**config.mk**
```make
export PLATFORM = sky130hd
export DESIGN_NAME = blprs_top
export DESIGN_NICKNAME = d
export VERILOG_FILES = /design/src/inc/blprs_pkg.sv /design/src/verilog/blprs_top.sv /design/src/verilog/blprs_sim_counter.sv
export SDC_FILE = /design/constraint.sdc
export NUM_CORES = 1
export LEC_CHECK = 0
export BUFFER_PORTS_ARGS = -buffer_cell sky130_fd_sc_hd__clkbuf_2
export CAP_MARGIN = 15
export CELL_PAD_IN_SITES_DETAIL_PLACEMENT = 1
export CELL_PAD_IN_SITES_GLOBAL_PLACEMENT = 1
export CORE_ASPECT_RATIO = 1.2
export CORE_MARGIN = 3
export CORE_UTILIZATION = 33
export CTS_CLUSTER_SIZE = 14
export DETAILED_ROUTE_END_ITERATION = 12
export GPL_TIMING_DRIVEN = 0
export PLACE_DENSITY_LB_ADDON = 0.3
export SLEW_MARGIN = 20
export SYNTH_ARGS = -nofsm -noshare
export SYNTH_HDL_FRONTEND = slang
export SYNTH_HIERARCHICAL = 1
export SYNTH_SLANG_ARGS = --single-unit
```
**constraint.sdc**
```tcl
create_clock -name sys_clk_i -period 2.25 [get_ports sys_clk_i]
set_input_delay 0.1125 -clock sys_clk_i [delete_from_list [all_inputs] [get_ports sys_clk_i]]
set_output_delay 0.1125 -clock sys_clk_i [all_outputs]
set_load 0.01 [all_outputs]
```
**src/inc/blprs_pkg.sv**
```systemverilog
// constants, types and helpers shared by the break, low-power and reset-status block
// Summary of operation
// a break request forces the core to fetch the software interrupt vector
// during break, peripheral flags clear only when break_clear_enable is set
// a flag cleared during break stays cleared after break ends
// two-step clears stay blocked in break, complete normally after leaving break
// stop or wait clears the core interrupt mask and stops the core clock
// wait gates core clocks while peripheral clocks keep running
// enabled interrupt wakes from wait; stacking starts one cycle later
// reset or break also ends wait; break in wait or stop sets break_wakeup_flag
// watchdog runs, also in wait, while watchdog_disable is zero
// stop resets the counter and disables base_clock_out and crystal_clock
// stop ends on interrupt, reset or break; interrupt stacking after recovery
// recovery lasts 4096 crystal_clock cycles, or 32 with short_stop_recovery
// counter held in reset during stop, then times the recovery period
// crystal systems should keep short_stop_recovery clear for full delay
// three registers at indices FE00, FE01 and FE03, nothing at FE02
// break_wakeup_flag clears on written zero or any reset, else stays set
// reading reset_cause_reg clears all its flags
// power-on reset sets power_on_flag and clears the other cause flags
// six cause flags: power-on, pin, watchdog, opcode, address fetch, low voltage
// break_clear_enable is read/write; software sets it to clear flags in break
// other resets set only their own flag, others kept until read or power-on
package blprs_pkg;

   // ==========================================================
   // register map: printed offsets are word indices
   localparam int DATA_W = 32;
   localparam int BYTE_W = 8;
   localparam logic [15:0] IDX_BREAK_WAKE = 16'hFE00;
   localparam logic [15:0] IDX_RESET_CAUSE = 16'hFE01;
   localparam logic [15:0] IDX_BREAK_FLAG_CTRL = 16'hFE03;

   // ==========================================================
   // field positions
   localparam int BIT_WAKEUP = 1;
   localparam int BIT_POWER_ON = 7;
   localparam int BIT_EXT_PIN = 6;
   localparam int BIT_WATCHDOG = 5;
   localparam int BIT_BAD_OPCODE = 4;
   localparam int BIT_BAD_ADDRESS = 3;
   localparam int BIT_LOW_VOLTAGE = 1;
   localparam int BIT_CLEAR_EN = 7;

   // ==========================================================
   // reset values
   localparam logic [7:0] RST_RESET_CAUSE = 8'h80;
   localparam logic [7:0] ZERO_BYTE = 8'h00;

   // ==========================================================
   // stop recovery timing, in crystal_clock cycles
   localparam int CNT_W = 13;
   localparam logic [CNT_W-1:0] STOP_RECOV_LONG = 13'h1000;
   localparam logic [CNT_W-1:0] STOP_RECOV_SHORT = 13'h0020;
   localparam logic [CNT_W-1:0] CNT_ZERO = 13'h0000;
   localparam logic [CNT_W-1:0] CNT_ONE = 13'h0001;

   // ==========================================================
   // modes and wake causes
   typedef enum logic [1:0] {
      BLPRS_RUN,
      BLPRS_WAIT,
      BLPRS_STOP_HOLD,
      BLPRS_STOP_RECOV
   } blprs_mode_t;

   typedef enum logic [1:0] {
      BLPRS_WAKE_NONE,
      BLPRS_WAKE_IRQ,
      BLPRS_WAKE_BREAK
   } blprs_wake_t;

   // word-aligned byte address match for a register index
   function automatic logic blprs_hit(input logic [31:0] addr, input logic [15:0] idx);
      return addr == {14'h0000, idx, 2'b00};
   endfunction

endpackage

```
**src/verilog/blprs_top.sv**
```systemverilog
// break state, low-power modes and reset-status registers behind an apb slave
module blprs_top
   import blprs_pkg::*;
(
   input wire logic sys_clk_i,
   input wire logic rst_b_i,
   // apb slave
   input wire logic psel_i,
   input wire logic penable_i,
   input wire logic pwrite_i,
   input wire logic [31:0] paddr_i,
   input wire logic [DATA_W-1:0] pwdata_i,
   output logic [DATA_W-1:0] prdata_o,
   output logic pready_o,
   output logic pslverr_o,
   // break module and core
   input wire logic break_req_i,
   input wire logic break_exit_i,
   output logic force_swi_vector_o,
   output logic break_active_o,
   output logic flag_clear_allow_o,
   input wire logic stop_exec_i,
   input wire logic wait_exec_i,
   input wire logic irq_req_i,
   output logic clear_imask_o,
   output logic stack_start_o,
   output logic cpu_clk_en_o,
   output logic periph_clk_en_o,
   output logic base_clock_en_o,
   output logic crystal_clock_en_o,
   // configuration
   input wire logic watchdog_disable_i,
   input wire logic short_stop_recovery_i,
   output logic watchdog_run_o,
   // reset sources
   input wire logic ext_pin_rst_i,
   input wire logic watchdog_rst_i,
   input wire logic bad_opcode_rst_i,
   input wire logic bad_address_rst_i,
   input wire logic low_voltage_rst_i
);

   typedef struct packed {
      blprs_mode_t mode;
      blprs_wake_t cause;
      logic [CNT_W-1:0] target;
      logic pin_s1;
      logic pin_s2;
      logic break_active;
      logic clear_en;
      logic wakeup_flag;
      logic [BYTE_W-1:0] reset_cause;
      logic pready;
      logic pslverr;
      logic [DATA_W-1:0] prdata;
      logic force_swi;
      logic clear_imask;
      logic stack_start;
      logic cpu_clk_en;
      logic periph_clk_en;
      logic base_clk_en;
      logic xtal_clk_en;
      logic cnt_hold;
      logic watchdog_run;
      logic clear_allow;
   } blprs_state_t;

   blprs_state_t q;
   blprs_state_t next_q;
   logic [CNT_W-1:0] cnt;
   logic rst_evt;
   logic apb_done;
   logic hit_wake;
   logic hit_cause;
   logic hit_ctrl;

   // ==========================================================
   // system integration counter
   blprs_sim_counter u_counter (
      .sys_clk_i(sys_clk_i),
      .rst_b_i(rst_b_i),
      .hold_i(next_q.cnt_hold), // next value, so the count is zero from the stop cycle on
      .count_o(cnt)
   );

   // ==========================================================
   // decode shared by the state update and the checks
   assign hit_wake = blprs_hit(paddr_i, IDX_BREAK_WAKE);
   assign hit_cause = blprs_hit(paddr_i, IDX_RESET_CAUSE);
   assign hit_ctrl = blprs_hit(paddr_i, IDX_BREAK_FLAG_CTRL);
   assign apb_done = psel_i & penable_i & q.pready;
   // pin reset only after both sync stages
   assign rst_evt = q.pin_s2 | watchdog_rst_i | bad_opcode_rst_i | bad_address_rst_i | low_voltage_rst_i;

   // ==========================================================
   // next state
   always_comb begin
      next_q = q;
      next_q.force_swi = 1'b0;
      next_q.clear_imask = 1'b0;
      next_q.stack_start = 1'b0;
      // pin synchroniser
      next_q.pin_s1 = ext_pin_rst_i;
      next_q.pin_s2 = q.pin_s1;

      // apb: one wait state so read data can come from a flop
      next_q.pready = psel_i & penable_i & ~q.pready;
      next_q.pslverr = 1'b0;
      if (psel_i & penable_i & ~q.pready) begin
         next_q.prdata = '0;
         if (hit_wake) begin
            next_q.prdata[BIT_WAKEUP] = q.wakeup_flag;
         end else if (hit_cause) begin
            next_q.prdata[BYTE_W-1:0] = q.reset_cause;
         end else if (hit_ctrl) begin
            next_q.prdata[BIT_CLEAR_EN] = q.clear_en;
         end else begin
            next_q.pslverr = 1'b1;
         end
      end

      // register writes and read side effects
      if (apb_done & pwrite_i & hit_wake & ~pwdata_i[BIT_WAKEUP]) begin
         next_q.wakeup_flag = 1'b0;
      end
      if (apb_done & pwrite_i & hit_ctrl) begin
         next_q.clear_en = pwdata_i[BIT_CLEAR_EN];
      end
      if (apb_done & ~pwrite_i & hit_cause) begin
         next_q.reset_cause = ZERO_BYTE;
      end

      // cause flags; a source in the read-clear cycle still lands
      if (q.pin_s2) begin
         next_q.reset_cause[BIT_EXT_PIN] = 1'b1;
      end
      if (watchdog_rst_i) begin
         next_q.reset_cause[BIT_WATCHDOG] = 1'b1;
      end
      if (bad_opcode_rst_i) begin
         next_q.reset_cause[BIT_BAD_OPCODE] = 1'b1;
      end
      if (bad_address_rst_i) begin
         next_q.reset_cause[BIT_BAD_ADDRESS] = 1'b1;
      end
      if (low_voltage_rst_i) begin
         next_q.reset_cause[BIT_LOW_VOLTAGE] = 1'b1;
      end
      if (rst_evt) begin
         next_q.wakeup_flag = 1'b0;
      end

      // break state entry from normal running
      if (break_exit_i) begin
         next_q.break_active = 1'b0;
      end
      if (q.mode == BLPRS_RUN && break_req_i && !q.break_active) begin
         next_q.force_swi = 1'b1;
         next_q.break_active = 1'b1;
      end

      // low-power sequencing
      unique case (q.mode)
         BLPRS_RUN: begin
            if (stop_exec_i) begin
               next_q.clear_imask = 1'b1;
               next_q.mode = BLPRS_STOP_HOLD;
               next_q.cpu_clk_en = 1'b0;
               next_q.periph_clk_en = 1'b0;
               next_q.base_clk_en = 1'b0;
               next_q.xtal_clk_en = 1'b0;
               next_q.cnt_hold = 1'b1;
            end else if (wait_exec_i) begin
               next_q.clear_imask = 1'b1;
               next_q.mode = BLPRS_WAIT;
               next_q.cpu_clk_en = 1'b0;
            end
         end
         BLPRS_WAIT: begin
            if (rst_evt) begin
               next_q.mode = BLPRS_RUN;
               next_q.cpu_clk_en = 1'b1;
            end else if (break_req_i) begin
               next_q.mode = BLPRS_RUN;
               next_q.cpu_clk_en = 1'b1;
               next_q.wakeup_flag = 1'b1;
               next_q.force_swi = 1'b1;
               next_q.break_active = 1'b1;
            end else if (irq_req_i) begin
               next_q.mode = BLPRS_RUN;
               next_q.cpu_clk_en = 1'b1;
               next_q.stack_start = 1'b1;
            end
         end
         BLPRS_STOP_HOLD: begin
            if (rst_evt) begin
               // reset sequencing outside takes over, no recovery wait
               next_q.mode = BLPRS_RUN;
               next_q.cpu_clk_en = 1'b1;
               next_q.periph_clk_en = 1'b1;
               next_q.base_clk_en = 1'b1;
               next_q.xtal_clk_en = 1'b1;
               next_q.cnt_hold = 1'b0;
            end else if (break_req_i || irq_req_i) begin
               next_q.mode = BLPRS_STOP_RECOV;
               next_q.cause = break_req_i ? BLPRS_WAKE_BREAK : BLPRS_WAKE_IRQ;
               // a software clear in the same cycle still applies unless break sets
               next_q.wakeup_flag = next_q.wakeup_flag | break_req_i;
               // recovery length picked at the wake event
               next_q.target = short_stop_recovery_i ? STOP_RECOV_SHORT : STOP_RECOV_LONG;
               next_q.xtal_clk_en = 1'b1; // oscillator restarts first
               next_q.cnt_hold = 1'b0;
            end
         end
         BLPRS_STOP_RECOV: begin
            if (rst_evt) begin
               next_q.mode = BLPRS_RUN;
               next_q.cpu_clk_en = 1'b1;
               next_q.periph_clk_en = 1'b1;
               next_q.base_clk_en = 1'b1;
            end else if (cnt == q.target) begin // counter reads one in the first recovery cycle
               next_q.mode = BLPRS_RUN;
               next_q.cpu_clk_en = 1'b1;
               next_q.periph_clk_en = 1'b1;
               next_q.base_clk_en = 1'b1;
               next_q.cause = BLPRS_WAKE_NONE;
               if (q.cause == BLPRS_WAKE_IRQ) begin
                  next_q.stack_start = 1'b1;
               end else begin
                  next_q.force_swi = 1'b1;
                  next_q.break_active = 1'b1;
               end
            end
         end
      endcase

      // derived outputs, taken from the next values so they track
      next_q.watchdog_run = ~watchdog_disable_i;
      // peripherals hold their flags while this is low; cleared flags
      // are simply never restored, and a pending second step waits
      next_q.clear_allow = ~next_q.break_active | next_q.clear_en;
   end

   // ==========================================================
   // state register; power-on style reset marks power_on_flag only
   always_ff @(posedge sys_clk_i) begin
      if (!rst_b_i) begin
         q <= '0;
         q.mode <= BLPRS_RUN;
         q.cause <= BLPRS_WAKE_NONE;
         q.reset_cause <= RST_RESET_CAUSE;
         q.cpu_clk_en <= 1'b1;
         q.periph_clk_en <= 1'b1;
         q.base_clk_en <= 1'b1;
         q.xtal_clk_en <= 1'b1;
         q.watchdog_run <= 1'b1;
         q.clear_allow <= 1'b1;
      end else begin
         q <= next_q;
      end
   end

   // ==========================================================
   // outputs, all straight from flops
   assign prdata_o = q.prdata;
   assign pready_o = q.pready;
   assign pslverr_o = q.pslverr;
   assign force_swi_vector_o = q.force_swi;
   assign break_active_o = q.break_active;
   assign flag_clear_allow_o = q.clear_allow;
   assign clear_imask_o = q.clear_imask;
   assign stack_start_o = q.stack_start;
   assign cpu_clk_en_o = q.cpu_clk_en;
   assign periph_clk_en_o = q.periph_clk_en;
   assign base_clock_en_o = q.base_clk_en;
   assign crystal_clock_en_o = q.xtal_clk_en;
   assign watchdog_run_o = q.watchdog_run;

   // helper: cycles spent in recovery
   logic [CNT_W-1:0] h_len;
   always_ff @(posedge sys_clk_i) begin
      if (!rst_b_i || q.mode != BLPRS_STOP_RECOV) begin
         h_len <= CNT_ZERO;
      end else begin
         h_len <= h_len + CNT_ONE;
      end
   end
endmodule

```
**src/verilog/blprs_sim_counter.sv**
```systemverilog
// system integration counter: free running, cleared while held
module blprs_sim_counter
   import blprs_pkg::*;
(
   input wire logic sys_clk_i,
   input wire logic rst_b_i,
   input wire logic hold_i,
   output logic [CNT_W-1:0] count_o
);

   typedef struct packed {
      logic [CNT_W-1:0] count;
   } blprs_cnt_state_t;

   blprs_cnt_state_t q;
   blprs_cnt_state_t next_q;

   // ==========================================================
   // count, or sit at zero while held
   always_comb begin
      next_q = q;
      if (hold_i) begin
         next_q.count = CNT_ZERO;
      end else begin
         next_q.count = q.count + CNT_ONE;
      end
   end

   // state register
   always_ff @(posedge sys_clk_i) begin
      if (!rst_b_i) begin
         q <= '0;
      end else begin
         q <= next_q;
      end
   end

   assign count_o = q.count;

endmodule

```
==> impl_summary.md, run 1 <==
Timing
Setup violations remaining at the end of the flow were counted as 0. The top achievable clock speed is 480 MHz. The routed design could run at a clock period as short as 2.08 ns. For the final routed database, the setup TNS stands at 0 ns.

The tightest hold path in the finished design has a slack of 0.0663 ns. The number of failing hold endpoints at the final stage is 0. The worst clock skew is 0.00346 ns. The final worst-path cycle share is 92.6%. The transition at the pin with the smallest max-transition slack is 0.561 ns. Setup repair after global routing left no endpoint under its margin. The worst max-slew margin expressed relative to the limit is 62.6%.

The worst setup margin is 0.166 ns. The number of max-slew violations in the final report is 0.

Die
The die covers 9110 um2. Row generation in the floorplan step produced 35 rows. For this configuration, the core starts out at a cell density of 34.1%. The die height is 104 um. The floorplan step set the die width to 87.7 um. The floorplan core area is 7750 um2.

The number of top-level pins is 125.

Worst setup path
The category of the worst setup path launch point is a flip-flop. The critical path is of the reg2reg type. Across all register-to-register paths, the minimum setup slack is 0.17 ns. STA classifies the critical path endpoint as a flip-flop.

The data arrival time of the critical path is 2.26 ns. For the worst flop-to-flop path, the logic depth is 8. The end of the worst register-to-register path is q[72]. Along the worst path, the maximum fanout reaches 10. Tracing the worst setup path back leads to its startpoint at q[72]. The data required time at the worst endpoint is 2.43 ns. The launching point of the worst reg2reg path is q[72].

Global route
Across every metal layer, demand over resource in global routing totals 15.6%. The via count of the first global-routing pass is 2556. The number of antenna violations at the first check in global routing is 0. The first global-routing pass estimated 11700 um of wire. The pin count of the biggest net entering global routing is 17. Summed over all layers, the global routing overflow is 0.

Route
The final routed DRC violation total is 0. The final wirelength is 6820 um. The number of search-and-repair iterations in the first detailed-routing pass is 4. The routed length per instance is 13.8 um. The iteration-0 DRC count of the detailed router is 80. The vias per cell is 4.97.

The vias after detailed routing is 2448. The number of antenna-violating nets in the routed design is 0.

Synthesis
By count the netlist is led by 47 x dfxtp_1, 33 x buf_4, 26 x nand2_1, 20 x nand3_1, 20 x nor2_1. The cell area that synthesis handed to floorplanning was 2640 um2. Yosys mapped the design onto 57 distinct sky130hd cell types. By instance count, the leading cell after synthesis is dfxtp_1. The area share of the largest cell type after synthesis is 35.6%. The proportion of synthesized flip-flops having asynchronous set or reset is 0%.

The post-synthesis register bit count is 47. Counting every instance in the synthesized netlist gives 298. The share of synthesized area occupied by flip-flops and latches is 35.6%. By area the synthesized netlist is led by dfxtp_1 36%, buf_4 9.4%, nor4_4 4.0%.

The number of warnings reported in the yosys synthesis log is 6. In this run, synthesis inferred 0 flip-flops with an integrated enable. The per-instance average area after synthesis is 8.86 um2. The cell taking the most area after synthesis is dfxtp_1. The most common flop cell mapped by yosys is dfxtp_1.

Clock tree
The source-to-sink clock delay at the later pin of the worst-skew pair is 0.31 ns. The H-tree was split into 2 levels. The TritonCTS clock tree is yes.

Clock tree synthesis found a total of 47 sinks. The buffer type at the clock tree root is clkbuf_8. Post-CTS timing repair inserted 0 buffers for setup. After clock tree synthesis, the clock-pin slew on the worst setup and hold paths is 0.10 ns. In this run, CTS created clock tree buffers numbering 5. The maximum buffer depth of the clock tree is 2.

Final layout
The area added between synthesis and finish is 26.9%. The flip-flop count of the largest register after layout is 16. The antenna cell count is 0. q holds more flip-flops than any other register. The finished layout holds 493 standard cells, fillers aside. At the end of the flow the core is filled with cells to 43.2%. The ratio of cells with drive above 1 in the final layout is 33.4%. The post-layout net count is 486.

Pwr
The power density over the cells is 595 nW/um2. The analysis attributes to cell leakage a power of 1.51 nW. IR analysis of the VDD net gives a maximum drop of 0.312 mV.

Status
The flow ran to the end, and the final reports show no timing, DRC or antenna violations.

Flow run
The tool flagged a number of max-cap violations equal to 0.

Hold path
The worst hold-check path type is in2reg. The startpoint identified for the worst hold timing path is low_voltage_rst_i. The path with the worst hold slack has its endpoint at q[45]. The number of instances on the worst hold path is 2.

Place
In this run the tool buffered the top-level ports with 68 buffer cells. Once detailed placement completed, the half-perimeter wirelength came to 5410 um. The placed cell count is 483. Prior to clock tree synthesis, the placed netlist has a worst setup slack of 0.211 ns. The congestion estimate from routability-driven global placement came to 0.834.
[logic make-up after synthesis]
kind of cell	synth area share (%)
other cells	0.142
compound gates	16.8
xor+xnor	1.66
simple gates	29.5
flops	35.6
buf+inv	12.0
fa+ha+maj	2.37
mux	1.90
[per-stage QoR]
stage | cell area, um2 | power (mW)
final | 3350 | 1.99
after global routing | 3350 | 2.09
after CTS | 3350 | 2.03
after detailed placement | 3190 | 1.24
after global placement | 3190 | 1.23
after floorplan | 2730 | 1.11
[layer usage]
layer	GRT usage (%)	vias to the layer above	share of wire, %
met4	4.61	0	1.4
met5	0	-	0
met2	27.9	63	53
met3	3.33	7	5.2
met1	18.2	1156	41
li1	-	1222	-
[cell usage in the layout, fill, tap and decap left out, drive strengths merged, types with 6 or more instances in the layout]
master and n:
clkbuf 80, dfxtp 47, buf 34, nand2 27, conb 26, nor2 22, nand3 21, a21oi 19
o21ai 12, inv 11, nor4 11, nor3 6, a22o 6, nand4 6
[critical path: stages (launching register included)]
cell and delay (ns):
dfxtp_1 0.36, inv_1 0.09, ha_1 0.15, clkbuf_1 0.38, nor2_1 0.18, o22ai_1 0.28
o22ai_1 0.16, o21ai_0 0.25, a21oi_1 0.11
[area by class of cell]
class | instances | area [um2]
fillers | 960 | 4400
repair buffers | 70 | 360
clock buffers | 5 | 68.8
well taps | 92 | 115
plain buffers | 41 | 279
flip-flops and latches | 47 | 941
multi-input cells | 225 | 1480
clock inverters | 3 | 71.3
inverters | 10 | 37.5
[how the worst max path moves through the flow]
stage,endpoint,slack (ns),depth (start not counted)
floorplan,q[72],0.54,8
global placement,q[72],0.28,8
detailed placement,q[72],0.21,8
CTS,u_counter/count_o[2],0.16,8
global route,u_counter/count_o[3],0.0001,8
finish,q[72],0.17,8
[report_power, final]
group / switching (mW) / internal, mW
registers: 0.0218 / 0.865
clock network: 0.317 / 0.451
logic: 0.188 / 0.148
[timing repair]
item                      4_1_cts  5_1_grt
hold endpoints to repair        2        0
gates resized for setup         0        0
hold buffers                    2        0
No activity file was read; power rests on OpenSTA's default activity.
==> run 2, diff against run 1 <==
--- a/config.mk
+++ b/config.mk
@@ -5,13 +5,14 @@
 export SDC_FILE = /design/constraint.sdc
 export NUM_CORES = 1
 export LEC_CHECK = 0
+export ABC_AREA = 1
 export BUFFER_PORTS_ARGS = -buffer_cell sky130_fd_sc_hd__clkbuf_2
 export CAP_MARGIN = 15
 export CELL_PAD_IN_SITES_DETAIL_PLACEMENT = 1
 export CELL_PAD_IN_SITES_GLOBAL_PLACEMENT = 1
 export CORE_ASPECT_RATIO = 1.2
 export CORE_MARGIN = 3
-export CORE_UTILIZATION = 33
+export CORE_UTILIZATION = 32
 export CTS_CLUSTER_SIZE = 14
 export DETAILED_ROUTE_END_ITERATION = 12
 export GPL_TIMING_DRIVEN = 0
==> impl_summary.md, run 2 <==
Synthesis
The number of distinct library cells after synthesis is 31 (was 57). The number of instances in the synthesized netlist was 415 (was 298). The share of synthesized area occupied by flip-flops and latches is 34.2% (was 35.6%). The number of enable flip-flop cells after synthesis is 0 (unchanged). The most common flop cell mapped by yosys is dfxtp_1 (unchanged). Largest cells by area after synthesis: dfxtp_1 34%, nand2_1 13%, nor2_1 9.3% (was dfxtp_1 36%, buf_4 9.4%, nor4_4 4.0%). The cell taking the most area after synthesis is dfxtp_1 (unchanged). The most common cell in the synthesized netlist is nand2_1 (was dfxtp_1). Commonest cells in the netlist: 94 x nand2_1, 68 x nor2_1, 50 x inv_1, 47 x dfxtp_1, 33 x buf_4 (was 47 x dfxtp_1, 33 x buf_4, 26 x nand2_1, 20 x nand3_1, 20 x nor2_1).

The proportion of synthesized flip-flops having asynchronous set or reset is 0% (unchanged). The per-instance average area after synthesis is 6.64 um2 (was 8.86 um2). The post-synth design cell area was 2760 um2 (was 2640 um2). The area share of the largest cell type after synthesis is 34.2% (was 35.6%).

The number of warnings reported in the yosys synthesis log is 6 (unchanged). The post-synthesis register bit count is 47 (unchanged).

Route
The vias after detailed routing came to 2785 (was 2448). The final routed DRC violation total is 0 (unchanged). The routed length per instance came to 11.4 um (was 13.8 um). The number of antenna-violating nets in the routed design is 0 (unchanged).

The number of search-and-repair iterations in the first detailed-routing pass is 4 (unchanged). The iteration-0 DRC count of the detailed router is 49 (was 80). The vias per cell is 4.41 (was 4.97). The final wirelength is 7190 um (was 6820 um).

Clock tree
The clock net sink count came to 47 (unchanged). The source-to-sink clock delay at the later pin of the worst-skew pair came to 0.30 ns (was 0.31 ns). The number of buffers added by the clock tree synthesis step is 5 (unchanged).

The maximum buffer depth of the clock tree is 2 (unchanged). The clock-pin slew reported for the worst setup and hold paths after clock tree synthesis is 0.09 ns (was 0.10 ns). The TritonCTS clock tree is yes (unchanged).

The number of levels in the clock H-tree is 2 (unchanged). The buffer type at the clock tree root was clkbuf_8 (unchanged).

Worst setup path
The data arrival time of the critical path is 2.20 ns (was 2.26 ns). The capturing element type of the critical path was a flip-flop (unchanged). The worst-path maximum fanout is 8 (was 10). The kind of cell adding the most delay to the critical path is simple AND/OR/NAND/NOR gates (was compound AO/OA/AOI/OAI gates). The classification of the worst setup path is reg2reg (unchanged).

The worst-path cell with the longest stage delay is dfxtp_1 (was clkbuf_1). The category of the worst setup path launch point is a flip-flop (unchanged). The stage delay of the slowest cell on the critical path came to 0.36 ns (was 0.38 ns). The library cell appearing most often on the critical path was nand2_1 (was o22ai_1). The data required time at the worst endpoint is 2.49 ns (was 2.43 ns). The number of buffer and inverter stages on the critical path is 2 (unchanged). Cell Chain, Critical Path: nor2_1 > nand3_2 > clkinv_2 > nand2_1 > nand2_1 > o21ai_0 > nand2_1 > nor2_2 > inv_2 > a21oi_1 > o21a_1 (was inv_1 > ha_1 > clkbuf_1 > nor2_1 > o22ai_1 > o22ai_1 > o21ai_0 > a21oi_1).

Global route
The via count of the first global-routing pass came to 2901 (was 2556). The global-route wire length before repair came to 12400 um (was 11700 um). The number of antenna violations at the first check in global routing was 0 (unchanged).

The pin count of the biggest net entering global routing is 15 (was 17). The total congestion overflow after global routing is 0 (unchanged). The aggregate global-route resource usage came to 15.2% (was 15.6%).

Pwr
The power density over the cells is 547 nW/um2 (was 595 nW/um2). The leakage power of the design is 1.72 nW (was 1.51 nW). The worst-case vdd ir drop is 0.338 mV (was 0.312 mV).

Die
The initial core utilization was 33.4% (was 34.1%). The floorplan core area came to 8240 um2 (was 7750 um2). The standard-cell row count came to 36 (was 35). The die height is 108 um (was 104 um). The area enclosed by the die boundary came to 9760 um2 (was 9110 um2). The number of top-level pins is 125 (unchanged). The die span in x is 90.7 um (was 87.7 um).

Timing
The final critical path time including I/O delays and setup is 1.95 ns (was 2.08 ns). The number of max-slew violations in the final report was 0 (unchanged). The worst clock skew is 0.0103 ns (was 0.00346 ns). The top achievable clock speed is 512 MHz (was 480 MHz). Unrepaired setup endpoints after global routing: no (unchanged). The final worst-path cycle share is 86.8% (was 92.6%). The number of failing hold endpoints at the final stage is 0 (unchanged). The number of setup violations in the final report is 0 (unchanged). The total negative setup slack is 0 ns (unchanged).

Final layout
The flip-flop count of the largest register after layout is 16 (unchanged). The register with the most flip-flops is q (unchanged). The count of fill cells added during filler insertion is 1129 (was 960). The count of non-filler cells in the finished layout came to 632 (was 493).

The post-layout net count is 603 (was 486). Highest-count cells in the layout ignoring fill and taps: 94 x nand2_1, 68 x nor2_1, 68 x clkbuf_2 (was 68 x clkbuf_2, 47 x dfxtp_1, 33 x buf_4). The most frequent standard cell in the layout excluding fill and tap cells is nand2_1 (was clkbuf_2).

The ratio of cells with drive above 1 in the final layout came to 27.0% (was 33.4%). The area added between synthesis and finish came to 25.9% (was 26.9%). The antenna cell count was 0 (unchanged).

Hold path
The worst hold-check path type is in2reg (unchanged).

Place
The weighted congestion at the end of routability-driven global placement was 0.752 (was 0.834). The half-perimeter wire length after placement is 6030 um (was 5410 um). The count of buffers inserted at the top-level ports is 68 (unchanged).

The placed cell count is 622 (was 483).

Flow run
The total of max-cap violations is 0 (unchanged).

Status
Status: finished clean (unchanged).
run 2: changes by cell type after synthesis, moves of 5 or more:
| cell | previous run | this run |
|---|---|---|
| a21oi_1 | 19 | 27 |
| a22o_1 | 5 | 0 |
| inv_1 | 9 | 50 |
| mux2i_1 | 5 | 0 |
| nand2_1 | 26 | 94 |
| nand3_1 | 20 | 29 |
| nor2_1 | 20 | 68 |
| nor2_2 | 1 | 11 |
| nor4_1 | 6 | 0 |
| nor4_4 | 5 | 0 |
| o21ai_0 | 12 | 5 |
| o31ai_1 | 5 | 0 |
| or3_1 | 5 | 0 |
run 2: cell type report:
type                    count  area (um2)  area share (%)
multi-input cells         301        1440            41.4
flip-flops and latches     47         941            27.1
repair buffers             70         360            10.4
plain buffers              36         259            7.46
inverters                  56         211            6.09
well taps                 114         143            4.11
clock buffers               6        82.6            2.38
clock inverters             2        35.0            1.01
run 2: cells by family (layout without fill, tap and decap cells):
family          count (synthesis)  after routing  synth area share, %
xor+xnor                        2              2                0.636
fa+ha+maj                       5              5                 2.27
buf+inv                        92            170                 17.1
flops                          47             47                 34.2
simple gates                  234            234                 39.4
compound gates                 34             34                 6.36
other cells                     1             26                0.136
run 2: per-stage QoR:
stage / setup slack, ns / utilization, % / hold slack, ns / total power, mW / cell area [um2]
after floorplan: 0.726 / - / 0.174 / 1.13 / 2850
after global placement: 0.361 / 40.4 / 0.263 / 1.25 / 3330
after detailed placement: 0.280 / 40.4 / 0.269 / 1.26 / 3330
after CTS: 0.237 / 42.1 / 0.0413 / 1.93 / 3470
after global routing: 0.0151 / 42.1 / 0.0664 / 2.01 / 3470
final: 0.296 / 42.1 / 0.0480 / 1.90 / 3470
run 2: what timing repair did:
action                                 4_1_cts  5_1_grt
buffers inserted                             0        0
resized for setup                            0        0
hold buffers                                 2        0
setup endpoints to repair                    0        0
endpoints found under the hold margin        2        0
run 2: worst min-delay path: cells and delay by family:
family	cells	cell delay, ns
AND/OR/NAND/NOR	1	0.07
AO/OA/AOI/OAI	1	0.04
buffers and inverters	1	0.10
run 2: report_power, final:
group          internal, mW  switching [mW]  leakage, nW  total, mW
combinational         0.148           0.205         1.28      0.353
sequential            0.868          0.0217        0.384      0.890
clock                 0.360           0.294       0.0612      0.654
total                  1.38           0.520         1.72       1.90
run 2: final timing paths:
kind	from	to	slack (ns)	cells after the start
worst max-delay path	q[55]	u_counter/count_o[4]	0.30	11
worst min-delay path	bad_opcode_rst_i	q[48]	0.05	3
worst max register to register	q[55]	u_counter/count_o[4]	0.30	11
worst min register to register	next_q[55]	q[55]	0.42	2
run 2: layer usage:
metal  share of wire, %  GRT usage [%]
met1                 40           15.5
met2                 55           30.9
met3                4.5           2.87
met4                1.1           3.94
met5                  0              0
